===== config.mk =====
export PLATFORM = sky130hd
export DESIGN_NAME = peripheral_register_map_reset
export DESIGN_NICKNAME = d
export VERILOG_FILES = /design/src/regmap_pkg.sv /design/src/reg_access_if.sv /design/src/nv_options_store.sv /design/src/peripheral_register_map_reset.sv /design/src/wb_classic_port.sv
export SDC_FILE = /design/constraint.sdc
export NUM_CORES = 1
export LEC_CHECK = 0
export BUFFER_PORTS_ARGS = -buffer_cell sky130_fd_sc_hd__buf_2
export CAP_MARGIN = 5
export CORE_MARGIN = 1.5
export CORE_UTILIZATION = 47
export DETAILED_ROUTE_END_ITERATION = 6
export GPL_ROUTABILITY_DRIVEN = 0
export HOLD_SLACK_MARGIN = 0.06
export PLACE_DENSITY = 0.72
export SLEW_MARGIN = 20
export SYNTH_ARGS = -nofsm -noshare
export SYNTH_HDL_FRONTEND = slang
export SYNTH_SLANG_ARGS = --single-unit

===== constraint.sdc =====
create_clock -name clk -period 2.98 [get_ports clk]
set_clock_uncertainty 0.1 [all_clocks]
set_input_delay 0.298 -clock clk [delete_from_list [all_inputs] [get_ports clk]]
set_output_delay 0.298 -clock clk [all_outputs]
set_load 0.05 [all_outputs]

===== src/regmap_pkg.sv =====
package regmap_pkg;

    // Register index; byte address on the bus is four times the index
    typedef logic [9:0] reg_index_t;

    // Register indices as printed
    localparam reg_index_t IDX_PORT_A_VALUE       = 10'h000;
    localparam reg_index_t IDX_PORT_B_VALUE       = 10'h001;
    localparam reg_index_t IDX_PORT_C_VALUE       = 10'h002;
    localparam reg_index_t IDX_PORT_D_VALUE       = 10'h003;
    localparam reg_index_t IDX_PORT_A_DIRECTION   = 10'h004;
    localparam reg_index_t IDX_PORT_B_DIRECTION   = 10'h005;
    localparam reg_index_t IDX_PORT_C_DIRECTION   = 10'h006;
    localparam reg_index_t IDX_NV_CLOCK_CONTROL   = 10'h007;
    localparam reg_index_t IDX_CONVERTER_RESULT   = 10'h008;
    localparam reg_index_t IDX_CONVERTER_STATUS   = 10'h009;
    localparam reg_index_t IDX_PULSE_LENGTH_A     = 10'h00a;
    localparam reg_index_t IDX_PULSE_LENGTH_B     = 10'h00b;
    localparam reg_index_t IDX_MISC_CONTROL       = 10'h00c;
    localparam reg_index_t IDX_SERIAL_RATE        = 10'h00d;
    localparam reg_index_t IDX_SERIAL_CONTROL_ONE = 10'h00e;
    localparam reg_index_t IDX_SERIAL_CONTROL_TWO = 10'h00f;
    localparam reg_index_t IDX_SERIAL_FLAGS       = 10'h010;
    localparam reg_index_t IDX_SERIAL_BUFFER      = 10'h011;
    localparam reg_index_t IDX_TIMER_CONTROL      = 10'h012;
    localparam reg_index_t IDX_TIMER_FLAGS        = 10'h013;
    localparam reg_index_t IDX_CAPTURE1_HIGH      = 10'h014;
    localparam reg_index_t IDX_CAPTURE1_LOW       = 10'h015;
    localparam reg_index_t IDX_COMPARE1_HIGH      = 10'h016;
    localparam reg_index_t IDX_COMPARE1_LOW       = 10'h017;
    localparam reg_index_t IDX_FREE_COUNTER_HIGH  = 10'h018;
    localparam reg_index_t IDX_FREE_COUNTER_LOW   = 10'h019;
    localparam reg_index_t IDX_ALT_COUNTER_HIGH   = 10'h01a;
    localparam reg_index_t IDX_ALT_COUNTER_LOW    = 10'h01b;
    localparam reg_index_t IDX_CAPTURE2_HIGH      = 10'h01c;
    localparam reg_index_t IDX_CAPTURE2_LOW       = 10'h01d;
    localparam reg_index_t IDX_COMPARE2_HIGH      = 10'h01e;
    localparam reg_index_t IDX_COMPARE2_LOW       = 10'h01f;
    localparam reg_index_t IDX_PERSISTENT_OPTIONS = 10'h100;

    // Size of the low register bank
    localparam int unsigned BANK_DEPTH = 32;

    // Values after reset
    localparam logic [7:0] RST_ZERO          = 8'h00;
    localparam logic [7:0] RST_COUNTER_HIGH  = 8'hff;
    localparam logic [7:0] RST_COUNTER_LOW   = 8'hfc;
    localparam logic [7:0] RST_SERIAL_FLAGS  = 8'hc0;
    localparam logic [7:0] RST_MISC_BASE     = 8'h10;

    // Fields of the miscellaneous register
    localparam int unsigned MISC_POWER_ON_BIT = 7;
    localparam int unsigned MISC_WATCHDOG_BIT = 0;

    // Bits that exist, all others reading zero; CONV_STATUS_SW_BITS marks those software may write
    localparam logic [7:0] NV_CLOCK_LIVE_BITS  = 8'h0f;
    localparam logic [7:0] CONV_STATUS_LIVE    = 8'hef;
    localparam logic [7:0] CONV_STATUS_SW_BITS = 8'h6f;
    localparam logic [7:0] OPTIONS_LIVE_BITS   = 8'h03;
    localparam logic [7:0] ALL_BITS            = 8'hff;
    localparam logic [7:0] NO_BITS             = 8'h00;

endpackage : regmap_pkg


===== src/reg_access_if.sv =====
`timescale 1ns/1ps
// Decoded register access between the bus port and the register core
interface reg_access_if;
    logic                     wr_stb;  // One-cycle write commit
    regmap_pkg::reg_index_t   index;   // Register index
    logic [7:0]               wdata;   // Write byte
    logic [7:0]               rdata;   // Read byte from the core
    logic                     mapped;  // Index names a register

    modport bus
    (
        output wr_stb,
        output index,
        output wdata,
        input  rdata,
        input  mapped
    );

    modport core
    (
        input  wr_stb,
        input  index,
        input  wdata,
        output rdata,
        output mapped
    );
endinterface : reg_access_if


===== src/nv_options_store.sv =====
`timescale 1ns/1ps
module nv_options_store
(
    // Clock and control
    input  wire logic       clk,
    input  wire logic       rst,
    input  wire logic       ce,
    // Stored cell contents and software write
    input  wire logic [7:0] nv_image,
    input  wire logic       wr,
    input  wire logic [7:0] wdata,
    // Mirrored value and commit pulse to the cells
    output logic      [7:0] options_o,
    output logic            commit_o
);

    logic [7:0] opt_ff;     // Mirror of the cells
    logic       commit_ff;  // Ask the cells to store opt_ff

    assign options_o = opt_ff;
    assign commit_o  = commit_ff;

    // Reset rereads the cells, so their two live bits come back as they were; the others read zero
    always_ff @(posedge clk)
    begin
        if (rst)
        begin
            opt_ff    <= nv_image & regmap_pkg::OPTIONS_LIVE_BITS;
            commit_ff <= 1'b0;
        end
        else if (ce)
        begin
            commit_ff <= wr;
            if (wr)
            begin
                opt_ff <= wdata & regmap_pkg::OPTIONS_LIVE_BITS;
            end
        end
    end

endmodule : nv_options_store


===== src/peripheral_register_map_reset.sv =====
`timescale 1ns/1ps
module peripheral_register_map_reset
#(
    parameter int ADDR_W = 12  // Byte address width of the bus
)
(
    // Clock, reset and clock enable
    input  wire logic              clk,
    input  wire logic              rst,
    input  wire logic              ce,
    // Reset cause and straps
    input  wire logic              power_on,
    input  wire logic              watchdog_mask_option,
    // Wishbone slave
    input  wire logic              wb_cyc_i,
    input  wire logic              wb_stb_i,
    input  wire logic              wb_we_i,
    input  wire logic [ADDR_W-1:0] wb_adr_i,
    input  wire logic [3:0]        wb_sel_i,
    input  wire logic [31:0]       wb_dat_i,
    output logic      [31:0]       wb_dat_o,
    output logic                   wb_ack_o,
    // Peripheral update of status bits
    input  wire logic              hw_wr,
    input  wire logic [4:0]        hw_index,
    input  wire logic [7:0]        hw_data,
    // Register image for the peripherals
    output logic [31:0][7:0]       regs_o,
    output logic                   watchdog_enable_bit,
    output logic                   power_on_seen,
    // Nonvolatile options
    input  wire logic [7:0]        nv_image,
    output logic      [7:0]        persistent_options,
    output logic                   security_bit,
    output logic                   nv_commit
);

    // Decoded access shared with the bus port
    reg_access_if acc ();

    // Byte bank for the low registers
    logic [7:0] bank_ff [regmap_pkg::BANK_DEPTH];
    // Power-on flag kept apart from the bank
    logic       power_on_ff;
    // Watchdog enable kept apart from the bank
    logic       watchdog_ff;
    // Options value from the nonvolatile mirror
    logic [7:0] options_val;
    // Write that lands in the low bank
    logic       bank_wr;
    // Write that lands on the options register
    logic       opt_wr;
    // Miscellaneous register value as read
    logic [7:0] misc_val;

    // Bits that exist in a register; others are fixed zero
    function automatic logic [7:0] live_bits(input regmap_pkg::reg_index_t idx);
        logic [7:0] m;
        m = regmap_pkg::ALL_BITS;
        case (idx)
            regmap_pkg::IDX_NV_CLOCK_CONTROL:
                m = regmap_pkg::NV_CLOCK_LIVE_BITS;
            regmap_pkg::IDX_CONVERTER_STATUS:
                m = regmap_pkg::CONV_STATUS_LIVE;
            default:
                m = regmap_pkg::ALL_BITS;
        endcase
        return m;
    endfunction : live_bits

    // Bits that software may write; the rest belong to the peripherals
    function automatic logic [7:0] sw_bits(input regmap_pkg::reg_index_t idx);
        logic [7:0] m;
        m = regmap_pkg::NO_BITS;
        case (idx)
            // Port data, directions and control registers
            regmap_pkg::IDX_PORT_A_VALUE,
            regmap_pkg::IDX_PORT_B_VALUE,
            regmap_pkg::IDX_PORT_C_VALUE,
            regmap_pkg::IDX_PORT_A_DIRECTION,
            regmap_pkg::IDX_PORT_B_DIRECTION,
            regmap_pkg::IDX_PORT_C_DIRECTION,
            regmap_pkg::IDX_PULSE_LENGTH_A,
            regmap_pkg::IDX_PULSE_LENGTH_B,
            regmap_pkg::IDX_SERIAL_RATE,
            regmap_pkg::IDX_SERIAL_CONTROL_ONE,
            regmap_pkg::IDX_SERIAL_CONTROL_TWO,
            regmap_pkg::IDX_SERIAL_BUFFER,
            regmap_pkg::IDX_TIMER_CONTROL,
            regmap_pkg::IDX_COMPARE1_HIGH,
            regmap_pkg::IDX_COMPARE1_LOW,
            regmap_pkg::IDX_COMPARE2_HIGH,
            regmap_pkg::IDX_COMPARE2_LOW:
                m = regmap_pkg::ALL_BITS;
            // Control bits below the fixed zeros
            regmap_pkg::IDX_NV_CLOCK_CONTROL:
                m = regmap_pkg::NV_CLOCK_LIVE_BITS;
            // Conversion-complete flag is the converter's own
            regmap_pkg::IDX_CONVERTER_STATUS:
                m = regmap_pkg::CONV_STATUS_SW_BITS;
            // Flags, results, captures and counters are read only
            default:
                m = regmap_pkg::NO_BITS;
        endcase
        return m;
    endfunction : sw_bits

    // Value a bank register takes on any reset
    function automatic logic [7:0] reset_value(input regmap_pkg::reg_index_t idx);
        logic [7:0] v;
        v = regmap_pkg::RST_ZERO;
        case (idx)
            regmap_pkg::IDX_FREE_COUNTER_HIGH,
            regmap_pkg::IDX_ALT_COUNTER_HIGH:
                v = regmap_pkg::RST_COUNTER_HIGH;
            regmap_pkg::IDX_FREE_COUNTER_LOW,
            regmap_pkg::IDX_ALT_COUNTER_LOW:
                v = regmap_pkg::RST_COUNTER_LOW;
            regmap_pkg::IDX_SERIAL_FLAGS:
                v = regmap_pkg::RST_SERIAL_FLAGS;
            regmap_pkg::IDX_MISC_CONTROL:
                v = regmap_pkg::RST_MISC_BASE;
            // Directions, pulse lengths, serial control two and the
            // undefined registers all start at zero
            default:
                v = regmap_pkg::RST_ZERO;
        endcase
        return v;
    endfunction : reset_value

    // Bus port: handshake and decode
    wb_classic_port #(
        .ADDR_W   (ADDR_W)
    ) u_port (
        .clk      (clk),
        .rst      (rst),
        .ce       (ce),
        .wb_cyc_i (wb_cyc_i),
        .wb_stb_i (wb_stb_i),
        .wb_we_i  (wb_we_i),
        .wb_adr_i (wb_adr_i),
        .wb_sel_i (wb_sel_i),
        .wb_dat_i (wb_dat_i),
        .wb_dat_o (wb_dat_o),
        .wb_ack_o (wb_ack_o),
        .acc      (acc.bus)
    );

    // Writes split between the bank and the options register
    assign bank_wr = acc.wr_stb & (acc.index < regmap_pkg::reg_index_t'(regmap_pkg::BANK_DEPTH));
    assign opt_wr  = acc.wr_stb & (acc.index == regmap_pkg::IDX_PERSISTENT_OPTIONS);

    // Options register lives in nonvolatile cells outside this block
    nv_options_store u_options (
        .clk       (clk),
        .rst       (rst),
        .ce        (ce),
        .nv_image  (nv_image),
        .wr        (opt_wr),
        .wdata     (acc.wdata),
        .options_o (options_val),
        .commit_o  (nv_commit)
    );

    // Bank update: peripheral bits first, software bits on top.
    // Each side owns disjoint bits, so one never masks the other.
    always_ff @(posedge clk)
    begin
        if (rst)
        begin
            for (int i = 0; i < regmap_pkg::BANK_DEPTH; i++)
            begin
                bank_ff[i] <= reset_value(regmap_pkg::reg_index_t'(i));
            end
        end
        else if (ce)
        begin
            for (int i = 0; i < regmap_pkg::BANK_DEPTH; i++)
            begin
                logic [7:0] sw;
                logic [7:0] nxt_byte;
                sw       = sw_bits(regmap_pkg::reg_index_t'(i));
                nxt_byte = bank_ff[i];
                // Peripheral side writes status and captured values
                if (hw_wr && (hw_index == 5'(i)))
                begin
                    nxt_byte = (nxt_byte & sw) | (hw_data & ~sw);
                end
                // Software side writes its own control bits
                if (bank_wr && (acc.index[4:0] == 5'(i)))
                begin
                    nxt_byte = (nxt_byte & ~sw) | (acc.wdata & sw);
                end
                // Fixed zeros never hold a one
                bank_ff[i] <= nxt_byte & live_bits(regmap_pkg::reg_index_t'(i));
            end
        end
    end

    // Power-on flag: set by a power-on reset, held by other resets,
    // cleared only by software writing zero to it
    always_ff @(posedge clk)
    begin
        if (rst)
        begin
            if (power_on)
            begin
                power_on_ff <= 1'b1;
            end
        end
        else if (ce)
        begin
            if (bank_wr && (acc.index == regmap_pkg::IDX_MISC_CONTROL) &&
                !acc.wdata[regmap_pkg::MISC_POWER_ON_BIT])
            begin
                power_on_ff <= 1'b0;
            end
        end
    end

    // Watchdog enable: strap decides after every reset; software may
    // turn it on but, as a guard against runaway code, never off
    always_ff @(posedge clk)
    begin
        if (rst)
        begin
            watchdog_ff <= watchdog_mask_option;
        end
        else if (ce)
        begin
            if (bank_wr && (acc.index == regmap_pkg::IDX_MISC_CONTROL) &&
                acc.wdata[regmap_pkg::MISC_WATCHDOG_BIT])
            begin
                watchdog_ff <= 1'b1;
            end
        end
    end

    // Miscellaneous register as seen by software and peripherals
    always_comb
    begin
        misc_val = bank_ff[regmap_pkg::IDX_MISC_CONTROL[4:0]];
        misc_val[regmap_pkg::MISC_POWER_ON_BIT] = power_on_ff;
        misc_val[regmap_pkg::MISC_WATCHDOG_BIT] = watchdog_ff;
    end

    // Read decode; unmapped indices read zero but are still answered
    always_comb
    begin
        acc.rdata  = 8'h00;
        acc.mapped = 1'b0;
        if (acc.index == regmap_pkg::IDX_MISC_CONTROL)
        begin
            acc.rdata  = misc_val;
            acc.mapped = 1'b1;
        end
        else if (acc.index < regmap_pkg::reg_index_t'(regmap_pkg::BANK_DEPTH))
        begin
            acc.rdata  = bank_ff[acc.index[4:0]];
            acc.mapped = 1'b1;
        end
        else if (acc.index == regmap_pkg::IDX_PERSISTENT_OPTIONS)
        begin
            acc.rdata  = options_val;
            acc.mapped = 1'b1;
        end
        else
        begin
            acc.rdata  = 8'h00;
            acc.mapped = 1'b0;
        end
    end

    // Register image out to the peripherals
    always_comb
    begin
        for (int i = 0; i < regmap_pkg::BANK_DEPTH; i++)
        begin
            regs_o[i] = bank_ff[i];
        end
        regs_o[regmap_pkg::IDX_MISC_CONTROL[4:0]] = misc_val;
    end

    // Single-bit views and the options byte that other blocks need directly
    assign watchdog_enable_bit = watchdog_ff;
    assign power_on_seen       = power_on_ff;
    assign persistent_options  = options_val;
    assign security_bit        = options_val[0];

endmodule : peripheral_register_map_reset


===== src/wb_classic_port.sv =====
`timescale 1ns/1ps
module wb_classic_port
#(
    parameter int ADDR_W = 12
)
(
    // Clock and control
    input  wire logic              clk,
    input  wire logic              rst,
    input  wire logic              ce,
    // Wishbone slave
    input  wire logic              wb_cyc_i,
    input  wire logic              wb_stb_i,
    input  wire logic              wb_we_i,
    input  wire logic [ADDR_W-1:0] wb_adr_i,
    input  wire logic [3:0]        wb_sel_i,
    input  wire logic [31:0]       wb_dat_i,
    output logic      [31:0]       wb_dat_o,
    output logic                   wb_ack_o,
    // Decoded access
    reg_access_if.bus              acc
);

    logic        ack_ff;   // Answer, one cycle wide
    logic [31:0] dat_ff;   // Read word held for the master
    logic        req;      // Live request

    assign req      = wb_cyc_i & wb_stb_i;
    assign wb_ack_o = ack_ff;
    assign wb_dat_o = dat_ff;

    // Word addressing: the two low byte-address bits are ignored
    assign acc.index  = regmap_pkg::reg_index_t'(wb_adr_i[ADDR_W-1:2]);
    assign acc.wdata  = wb_dat_i[7:0];
    // Writes commit on the edge where the master sees ack, lane 0 only
    assign acc.wr_stb = req & wb_we_i & wb_sel_i[0] & ack_ff & ce;

    // Ack one cycle after the request; it drops on its own next cycle
    always_ff @(posedge clk)
    begin
        if (rst)
        begin
            ack_ff <= 1'b0;
            dat_ff <= 32'h0000_0000;
        end
        else if (ce)
        begin
            ack_ff <= req & ~ack_ff;
            // Read data sampled with the ack so it comes from flops
            if (req & ~ack_ff & ~wb_we_i)
            begin
                dat_ff <= {24'h00_0000, acc.rdata};
            end
        end
    end

endmodule : wb_classic_port

## After elaboration in Yosys (flattened, before gate mapping)

Memory sizes are Yosys's and may differ from the RTL's.
Index checks and enable logic that the tools add are counted.

| storage, ports and cells | value |
|---|---|
| register bits after elaboration | 14 |
| bits in latches | 0 |
| memory bits (writable) | 256 |
| memory bits (read-only) | 0 |
| input bits | 78 |
| output and inout port bits | 301 |
| logic and storage cells | 623 |
| memories | 1 |

| operators by class | value |
|---|---|
| add/subtract/negate cells | 0 |
| $mul | 0 |
| divide/modulo/power cells | 0 |
| $lt $le $gt $ge | 1 |
| equal/unequal tests | 65 |
| shift-type cells | 0 |
| muxes and demuxes | 257 |
| bitwise gates (word level) | 215 |
| reductions and logical operators | 78 |

Memories:

| memory | words | width | rd ports | clocked after Yosys merged registers in | write ports | line | text |
|---|---|---|---|---|---|---|---|
| bank_ff | 32 | 8 | 33 | 0 | 32 | peripheral_register_map_reset.sv:42 | `logic [7:0] bank_ff [regmap_pkg::BANK_DEPTH];` |

Operator list:

| cell | number |
|---|---|
| $mux W8 | 241 |
| $and A8 B8 Y8 | 104 |
| $or A8 B8 Y8 | 64 |
| $eq A5 B5 Y1 const B | 32 |
| $eq A5 B4 Y1 const B | 16 |
| $logic_and A1 B1 Y1 | 67 |
| $eq A5 B3 Y1 const B | 8 |
| $not A8 Y8 | 4 |
| $or A1 B1 Y1 | 32 |
| $eq A5 B2 Y1 const B | 4 |
| $mux W1 | 12 |
| $eq A10 B4 Y1 const B | 1 |
| $eq A10 B9 Y1 const B | 1 |
| $eq A5 B1 Y1 const B | 2 |
| $logic_not A5 Y1 | 2 |
| $lt A10 B6 Y1 const B | 1 |
| $and A1 B1 Y1 | 9 |
| $mux W2 | 4 |
| $reduce_bool A2 Y1 | 4 |
| $reduce_and A2 Y1 | 3 |
| $reduce_and A3 Y1 | 1 |
| $ne A2 B1 Y1 const B | 1 |
| $not A1 Y1 | 2 |
| $logic_not A1 Y1 | 1 |

## Logic depth before layout (Yosys ltp)

Gate-level depths: netlist (run 1).

| depth | value |
|---|---|
| word-level depth | 15 |
| mapped depth | 8 |

## Modules after synthesis

Synthesis (run 1) repeated with hierarchy kept, for this count alone.

| second synthesis, totals | value |
|---|---|
| cells, all modules | 760 |
| area, all modules | 11939.0 um^2 |

By module, submodules not included:

| module | times used | cells each | area an instance (um^2) | seq. area each (um^2) |
|---|---|---|---|---|
| peripheral_register_map_reset | 1 | 662 | 11031.8 | 7597.3 |
| wb_classic_port | 1 | 83 | 733.2 | 180.2 |
| nv_options_store | 1 | 15 | 173.9 | 80.1 |

## Least setup slack after synthesis (run 1)

Ideal clock, no wire load.

| timing path | value |
|---|---|
| path type | register to register |
| from | reg u_port.wb_ack_o (netlist name) |
| to | mem bank_ff[11][0] (enable) |
| arrival time | 1.873 ns |
| data required time | 2.505 ns |
| path slack | 0.632 ns |
| stages on the path, launching flop included | 6 |
| period minus slack after synthesis | 2.348 ns |
| path through | dfxtp_1 > and3_1 > nand4b_1 > nor2_1 > nand3_1 > o21bai_1 |

RTL lines:

| element | line |
|---|---|
| end, declared | peripheral_register_map_reset.sv:42 |

==> results of run 1 <==
placed cells by master (no fill, tap or decap), types with 6 or more instances in the layout:
cell type / synthesis / routed
or2_2: 9 / 9
dfxtp_1: 10 / 10
a21oi_1: 9 / 9
conb_1: 1 / 35
dlygate4sd3_1: 0 / 9
nor3_1: 7 / 7
a211oi_1: 6 / 6
o21ai_0: 7 / 7
clkbuf_16: 0 / 29
buf_2: 9 / 307
inv_1: 6 / 6
o22ai_1: 12 / 12
clkinv_2: 0 / 6
edfxtp_1: 255 / 255
a31o_2: 9 / 9
nand2_1: 19 / 19
and3_1: 7 / 7
nor2_1: 24 / 24
and2_1: 33 / 33
mux2i_1: 12 / 12
mux4_2: 52 / 52
a21o_1: 6 / 6
nor2b_1: 25 / 25
nand2b_1: 16 / 16
buf_4: 49 / 48
o21bai_1: 18 / 18
nand3_1: 6 / 6
logic make-up (layout without fill, tap and decap cells):
logic type             count (synthesis)  count (layout)
AO/OA/AOI/OAI                         94              94
multiplexers                          74              74
flip-flops                           265             265
buffers and inverters                 90             423
AND/OR/NAND/NOR                      162             162
other                                  1              35
flip-flops by register name, summed over array words and instances (netlist names):
register and flops:
power_on_seen 1, bank_ff 251, watchdog_enable_bit 1, u_options.options_o 2, u_port.wb_dat_o 8, u_options.commit_o 1
u_port.wb_ack_o 1
cell type report:
cell class | count | area (µm²) | share of cell area, %
Multi-Input combinational cell | 365 | 3200 | 22.1
Tap cell | 324 | 405 | 2.80
Clock buffer | 33 | 741 | 5.12
Sequential cell | 265 | 7860 | 54.3
Timing Repair Buffer | 366 | 2030 | 14.0
Clock inverter | 17 | 210 | 1.45
Inverter | 7 | 26.3 | 0.182
routing by layer:
metal | vias to the layer above | part of all wire [%] | track usage [%]
li1 | 3339 | - | -
met1 | 4020 | 39 | 41.0
met2 | 505 | 50 | 50.5
met3 | 61 | 8.6 | 5.18
met4 | 2 | 1.9 | 7.16
met5 | - | 0.034 | 0
power by group through the flow:
stage          clock [mW]  combinational, mW  sequential [mW]
3_3_place_gp            0               2.06             4.64
5_1_grt              3.78               2.15             4.60
6_report             3.63               2.09             4.58
3_5_place_dp            0               2.07             4.65
4_1_cts              3.64               2.09             4.58
2_1_floorplan           0              0.627             5.51
stage by stage:
step | total power, mW | util (%) | setup WS [ns] | instance area, µm² | std cells
2_1_floorplan | 6.13 | - | 0.632 | 11600 | 720
3_3_place_gp | 6.71 | 55.5 | 0.233 | 13400 | 1318
3_5_place_dp | 6.73 | 55.5 | 0.216 | 13400 | 1318
4_1_cts | 10.3 | 59.8 | 0.694 | 14500 | 1377
5_1_grt | 10.5 | 59.8 | 0.511 | 14500 | 1377
6_report | 10.3 | 59.8 | 0.625 | 14500 | 1377
worst max path at each step:
| stage | start | to | slack, ns | cells after the start |
|---|---|---|---|---|
| after CTS | wb_stb_i | bank_ff[7][0] | 0.69 | 7 |
| after floorplan | u_port.wb_ack_o | bank_ff[11][0] | 0.63 | 5 |
| after global routing | wb_stb_i | bank_ff[7][1] | 0.51 | 7 |
| final | wb_stb_i | bank_ff[7][3] | 0.62 | 7 |
| after global placement | wb_adr_i[2] | u_port.wb_dat_o[4] | 0.23 | 8 |
| after detailed placement | wb_adr_i[2] | u_port.wb_dat_o[4] | 0.22 | 8 |
worst reg2reg max path, delay by kind of cell (launching register included):
| kind | cells | cell delay [ns] |
|---|---|---|
| AO/OA/AOI/OAI | 1 | 0.40 |
| flip-flops | 1 | 0.38 |
| AND/OR/NAND/NOR | 4 | 1.06 |
==> results.py, run 1 <==
metrics = {
    "synth": {
        "synth_largest_area_cell": "edfxtp_1",
        "ys_top_cells_by_area": "edfxtp_1 67%, mux4_2 10%, buf_4 3.2%",
        "synthAdderAreaFrac_pct": 0,
        "synth_compound_area_share_pct": 5.98,
        "synthTopCellsByCount": "255 x edfxtp_1, 52 x mux4_2, 49 x buf_4",
        "syn_area_mm2": 0.0115,
        "ys_seq_elements": 265,
        "synth_cell_types": 57,
        "synth-simple-area-share_pct": 7.87,
        "seq_area_frac_synth_pct": 68.4,
        "synth_top_family_by_area": "multiplexers",
        "synth.most_common_cell": "edfxtp_1",
        "synth_edf_count": 255,
        "synth-async-reset-ratio_pct": 0,
        "synthFlopType": "edfxtp_1",
        "synthMuxAreaShare_pct": 12.9,
        "synth_area_per_cell_um2": 16.8,
        "synth_top_cell_area_share_pct": 66.6,
        "yosysWarningCount": 0,
        "syn_inst": 686,
        "synth_xor_xnor_area_share_pct": 0,
    },
    "critical_path": {
        "worstPathRequired_ns": 3.08,
        "critPathLaunchType": "input pin",
        "end_kind": "flop",
        "path_max_fanout": 5,
        "reg2reg_to": "bank_ff[7][3]",
        "ff2ff_setup_slack_ns": 0.69,
        "path_cells": "dlygate4sd3_1 -> buf_2 -> and3_1 -> nand4b_1 -> nor2_1 -> nand3_1 -> o21bai_1",
        "rr_startpoint": "u_port.wb_ack_o",
        "arrival_ns": 2.46,
        "cp_num_buf_inv": 2,
        "slowest_stage": "dlygate4sd3_1",
        "cpPeakStageDelay_ns": 0.53,
        "ff2ff_path_depth": 5,
        "critPathTopFamily": "simple AND/OR/NAND/NOR gates",
        "critPathKind": "input pin to flop",
    },
    "power": {
        "p_seq_share_pct": 44.4,
        "netSwitchingFraction_pct": 31.2,
        "switchingPower_mw": 3.22,
        "leakage_nw": 5.68,
        "power_density_mw_per_mm2": 712,
        "comb_power_share_pct": 20.3,
        "p_int_mw": 7.08,
        "vdd_drop_max_v": 0.000512,
        "clock_power_share_pct": 35.3,
    },
    "global_route": {
        "grt_pass1_vias": 7769,
        "grt_max_degree": 46,
        "grt_remaining_overflow": 0,
        "track_usage_pct": 30.0,
        "grt_pass1_wl_um": 54300,
        "antenna_found_initial": 1,
    },
    "clock_tree": {
        "postCtsSetupRepairBufs": 0,
        "clkSinkCount": 265,
        "cts.hold.buffers_added": 9,
        "cts_buffers": 28,
        "cts_tree": "built",
        "cts_buffer_depth": 3,
        "cts_resized": 0,
        "cts.htree.levels": 1,
        "root_buffer": "clkbuf_16",
        "clk_pin_slew_ns": 0.06,
        "clock_latency_ns": 0.54,
    },
    "final_layout": {
        "insertedDiodeCount": 0,
        "area_growth_syn_to_layout_pct": 25.9,
        "layout-drive-gt1-share_pct": 45.1,
        "fillers": 1902,
        "final_nets": 1111,
    },
    "floorplanning": {
        "fp.dieW_um": 159,
        "coreArea_mm2": 0.0242,
        "rows": 57,
        "die-area_mm2": 0.0254,
        "die_height_um": 159,
        "ioPinCount": 379,
        "initial_core_util_pct": 47.5,
    },
    "sta": {
        "relSlewSlack_pct": 49.3,
        "hold_viol": 0,
        "slew_viol_final": 0,
        "worstMarginPinSlew_ns": 0.758,
        "finalCritPeriodShare_pct": 79.0,
        "fin_tns_setup_ns": 0,
        "setup_viol": 0,
        "rsz0062_at_grt": "no",
        "whs_ns": 0.0852,
        "min_period_ns": 2.36,
        "max_freq_ghz": 0.425,
    },
    "flow_run": {
        "cap_viol_max_count": 0,
    },
    "route": {
        "first_pass_iters": 5,
        "wl_um": 38500,
        "wire_per_inst_um": 27.9,
        "drt_first_iter_violations": 742,
        "vias": 7927,
        "vias_per_cell": 5.76,
        "ant_nets": 0,
        "drc": 0,
    },
    "status": {
        "outcome": "finished, final reports clean",
    },
    "hold_path": {
        "worstHoldStart": "hw_data[5]",
        "hold_path_end": "bank_ff[8][5]",
        "min_path_type": "input pin to flop",
        "whs_path_depth": 2,
    },
    "placement": {
        "dp_hpwl_um": 28800,
        "io_buffers": 308,
    },
}
(Power assumes the default switching activity.)
==> run 2: changes to the inputs <==
Clock period 2.98 ns to 2.24 ns, I/O delays scaled along.
==> results.py, run 2 (same netlist as run 1, synthesis figures left out) <==
metrics = {
    "critical_path": {
        "ff2ff_path_depth": 6,
        "path_max_fanout": 8,
        "reg2reg_to": "bank_ff[2][7]",
        "ff2ff_setup_slack_ns": 0.11,
        "arrival_ns": 2.27,
        "end_kind": "flop",
        "rr_startpoint": "u_port.wb_ack_o",
        "worstPathRequired_ns": 2.38,
        "critPathLaunchType": "flop",
        "critPathKind": "flop to flop",
    },
    "sta": {
        "rsz0062_at_grt": "no",
        "fin_ws_ns": 0.106,
        "min_period_ns": 2.13,
        "worstMarginPinSlew_ns": 0.666,
        "hold_viol": 0,
        "relSlewSlack_pct": 55.5,
        "slew_viol_final": 0,
        "max_freq_ghz": 0.469,
        "finalCritPeriodShare_pct": 95.3,
        "fin_tns_setup_ns": 0,
        "whs_ns": 0.0947,
        "setup_viol": 0,
    },
    "power": {
        "leakage_nw": 5.93,
        "power_density_mw_per_mm2": 909,
        "vdd_drop_max_v": 0.000588,
    },
    "route": {
        "ant_nets": 0,
        "vias": 8203,
        "drt_first_iter_violations": 877,
        "first_pass_iters": 5,
        "vias_per_cell": 5.77,
        "wl_um": 38700,
        "wire_per_inst_um": 27.2,
        "drc": 0,
    },
    "clock_tree": {
        "cts_buffer_depth": 3,
        "postCtsSetupRepairBufs": 0,
        "cts_buffers": 28,
        "clk_pin_slew_ns": 0.06,
        "clock_latency_ns": 0.55,
        "clkSinkCount": 265,
        "cts_tree": "built",
        "root_buffer": "clkbuf_16",
        "cts.htree.levels": 1,
    },
    "final_layout": {
        "largest_register_ffs": 251,
        "finalInstanceArea_mm2": 0.0149,
        "top_register": "bank_ff",
        "seq_area_mm2": 0.00786,
        "fin_cells": 1422,
        "final_nets": 1154,
        "insertedDiodeCount": 0,
        "final_common_cell": "buf_2",
        "multi_input_area_mm2": 0.00323,
        "area_growth_syn_to_layout_pct": 29.7,
        "layout-drive-gt1-share_pct": 47.1,
        "fillers": 1844,
        "final_cell_mix": "307 x buf_2, 255 x edfxtp_1, 74 x buf_4",
    },
    "global_route": {
        "grt_max_degree": 35,
        "antenna_found_initial": 4,
        "grt_pass1_vias": 8167,
        "track_usage_pct": 30.2,
        "grt_remaining_overflow": 0,
        "grt_pass1_wl_um": 55100,
    },
    "hold_path": {
        "whs_path_depth": 3,
        "min_path_type": "input pin to flop",
        "hold_path_end": "bank_ff[30][1]",
        "worstHoldStart": "wb_dat_i[1]",
    },
    "placement": {
        "io_buffers": 308,
        "dp_hpwl_um": 29200,
        "placed_cells": 1353,
        "pre_cts_slack_ns": -0.0891,
        "placed_cell_area_mm2": 0.0138,
    },
    "floorplanning": {
        "fp.dieW_um": 159,
        "rows": 57,
        "ioPinCount": 379,
        "initial_core_util_pct": 47.5,
        "die-area_mm2": 0.0254,
        "die_height_um": 159,
        "coreArea_mm2": 0.0242,
    },
    "status": {
        "outcome": "finished, final reports clean",
    },
    "flow_run": {
        "cap_viol_max_count": 0,
    },
}
## run 2: changes by cell type in the layout (fill, tap and decap cells not counted), sizes merged
| cell | previous run | this run |
|---|---|---|
| buf | 357 | 392 |
| dlygate4sd3 | 9 | 17 |
| clkinv | 10 | 16 |
| bufinv | 5 | 3 |
| clkbuf | 33 | 32 |
| clkinvlp | 2 | 1 |
## run 2: area by class of cell
cell class              instances  share of cell area [%]
well taps                     324                    2.72
clock inverters                20                    1.12
multi-input cells             365                    21.7
repair buffers                409                    16.7
clock buffers                  32                    4.94
flip-flops and latches        265                    52.7
inverters                       7                   0.176
## run 2: what timing repair did
action,in CTS,in global routing
hold buffers,17,0
endpoints found under the hold margin,58,0
gates resized for setup,0,1
setup endpoints to repair,0,24
## run 2: layer usage
metal  wire length [µm]  global-route usage (%)  vias up
met3               4320                    7.14       74
met2              19300                    50.7      582
met1              14000                    39.1     4132
met4               1090                    9.39        2
li1                   -                       -     3413
met5                 13                       0        -
## run 2: report_power, final
group          internal (mW)  leakage [nW]  total (mW)  switching, mW
clock network           2.69         0.447        4.58           1.89
registers               5.85          2.54        6.10          0.254
logic                  0.729          2.95        2.87           2.14
total                   9.26          5.93        13.6           4.29
## run 2: worst max path at each step
stage	startpoint	end	cells after the start
CTS	bank_ff[9][0]	u_port.wb_dat_o[0]	6
global route	u_port.wb_ack_o	bank_ff[31][0]	6
global placement	wb_adr_i[2]	u_port.wb_dat_o[5]	6
detailed placement	wb_adr_i[11]	bank_ff[2][7]	7
finish	u_port.wb_ack_o	bank_ff[2][7]	6
floorplan	u_port.wb_ack_o	bank_ff[11][0]	5
## run 2: critical path: stages, from the launching register on
cell and delay [ns]:
dfxtp_1 0.38, and3_1 0.20, nand4b_1 0.29, nor2_2 0.29, nand2_1 0.16, o21bai_1 0.18, buf_4 0.23
## run 2: per-stage QoR
step / util [%] / power, mW
6_report: 61.7 / 13.6
5_1_grt: 61.7 / 13.9
4_1_cts: 61.6 / 13.6
3_5_place_dp: 57.2 / 9.03
3_3_place_gp: 57.2 / 9.00
2_1_floorplan: - / 8.16
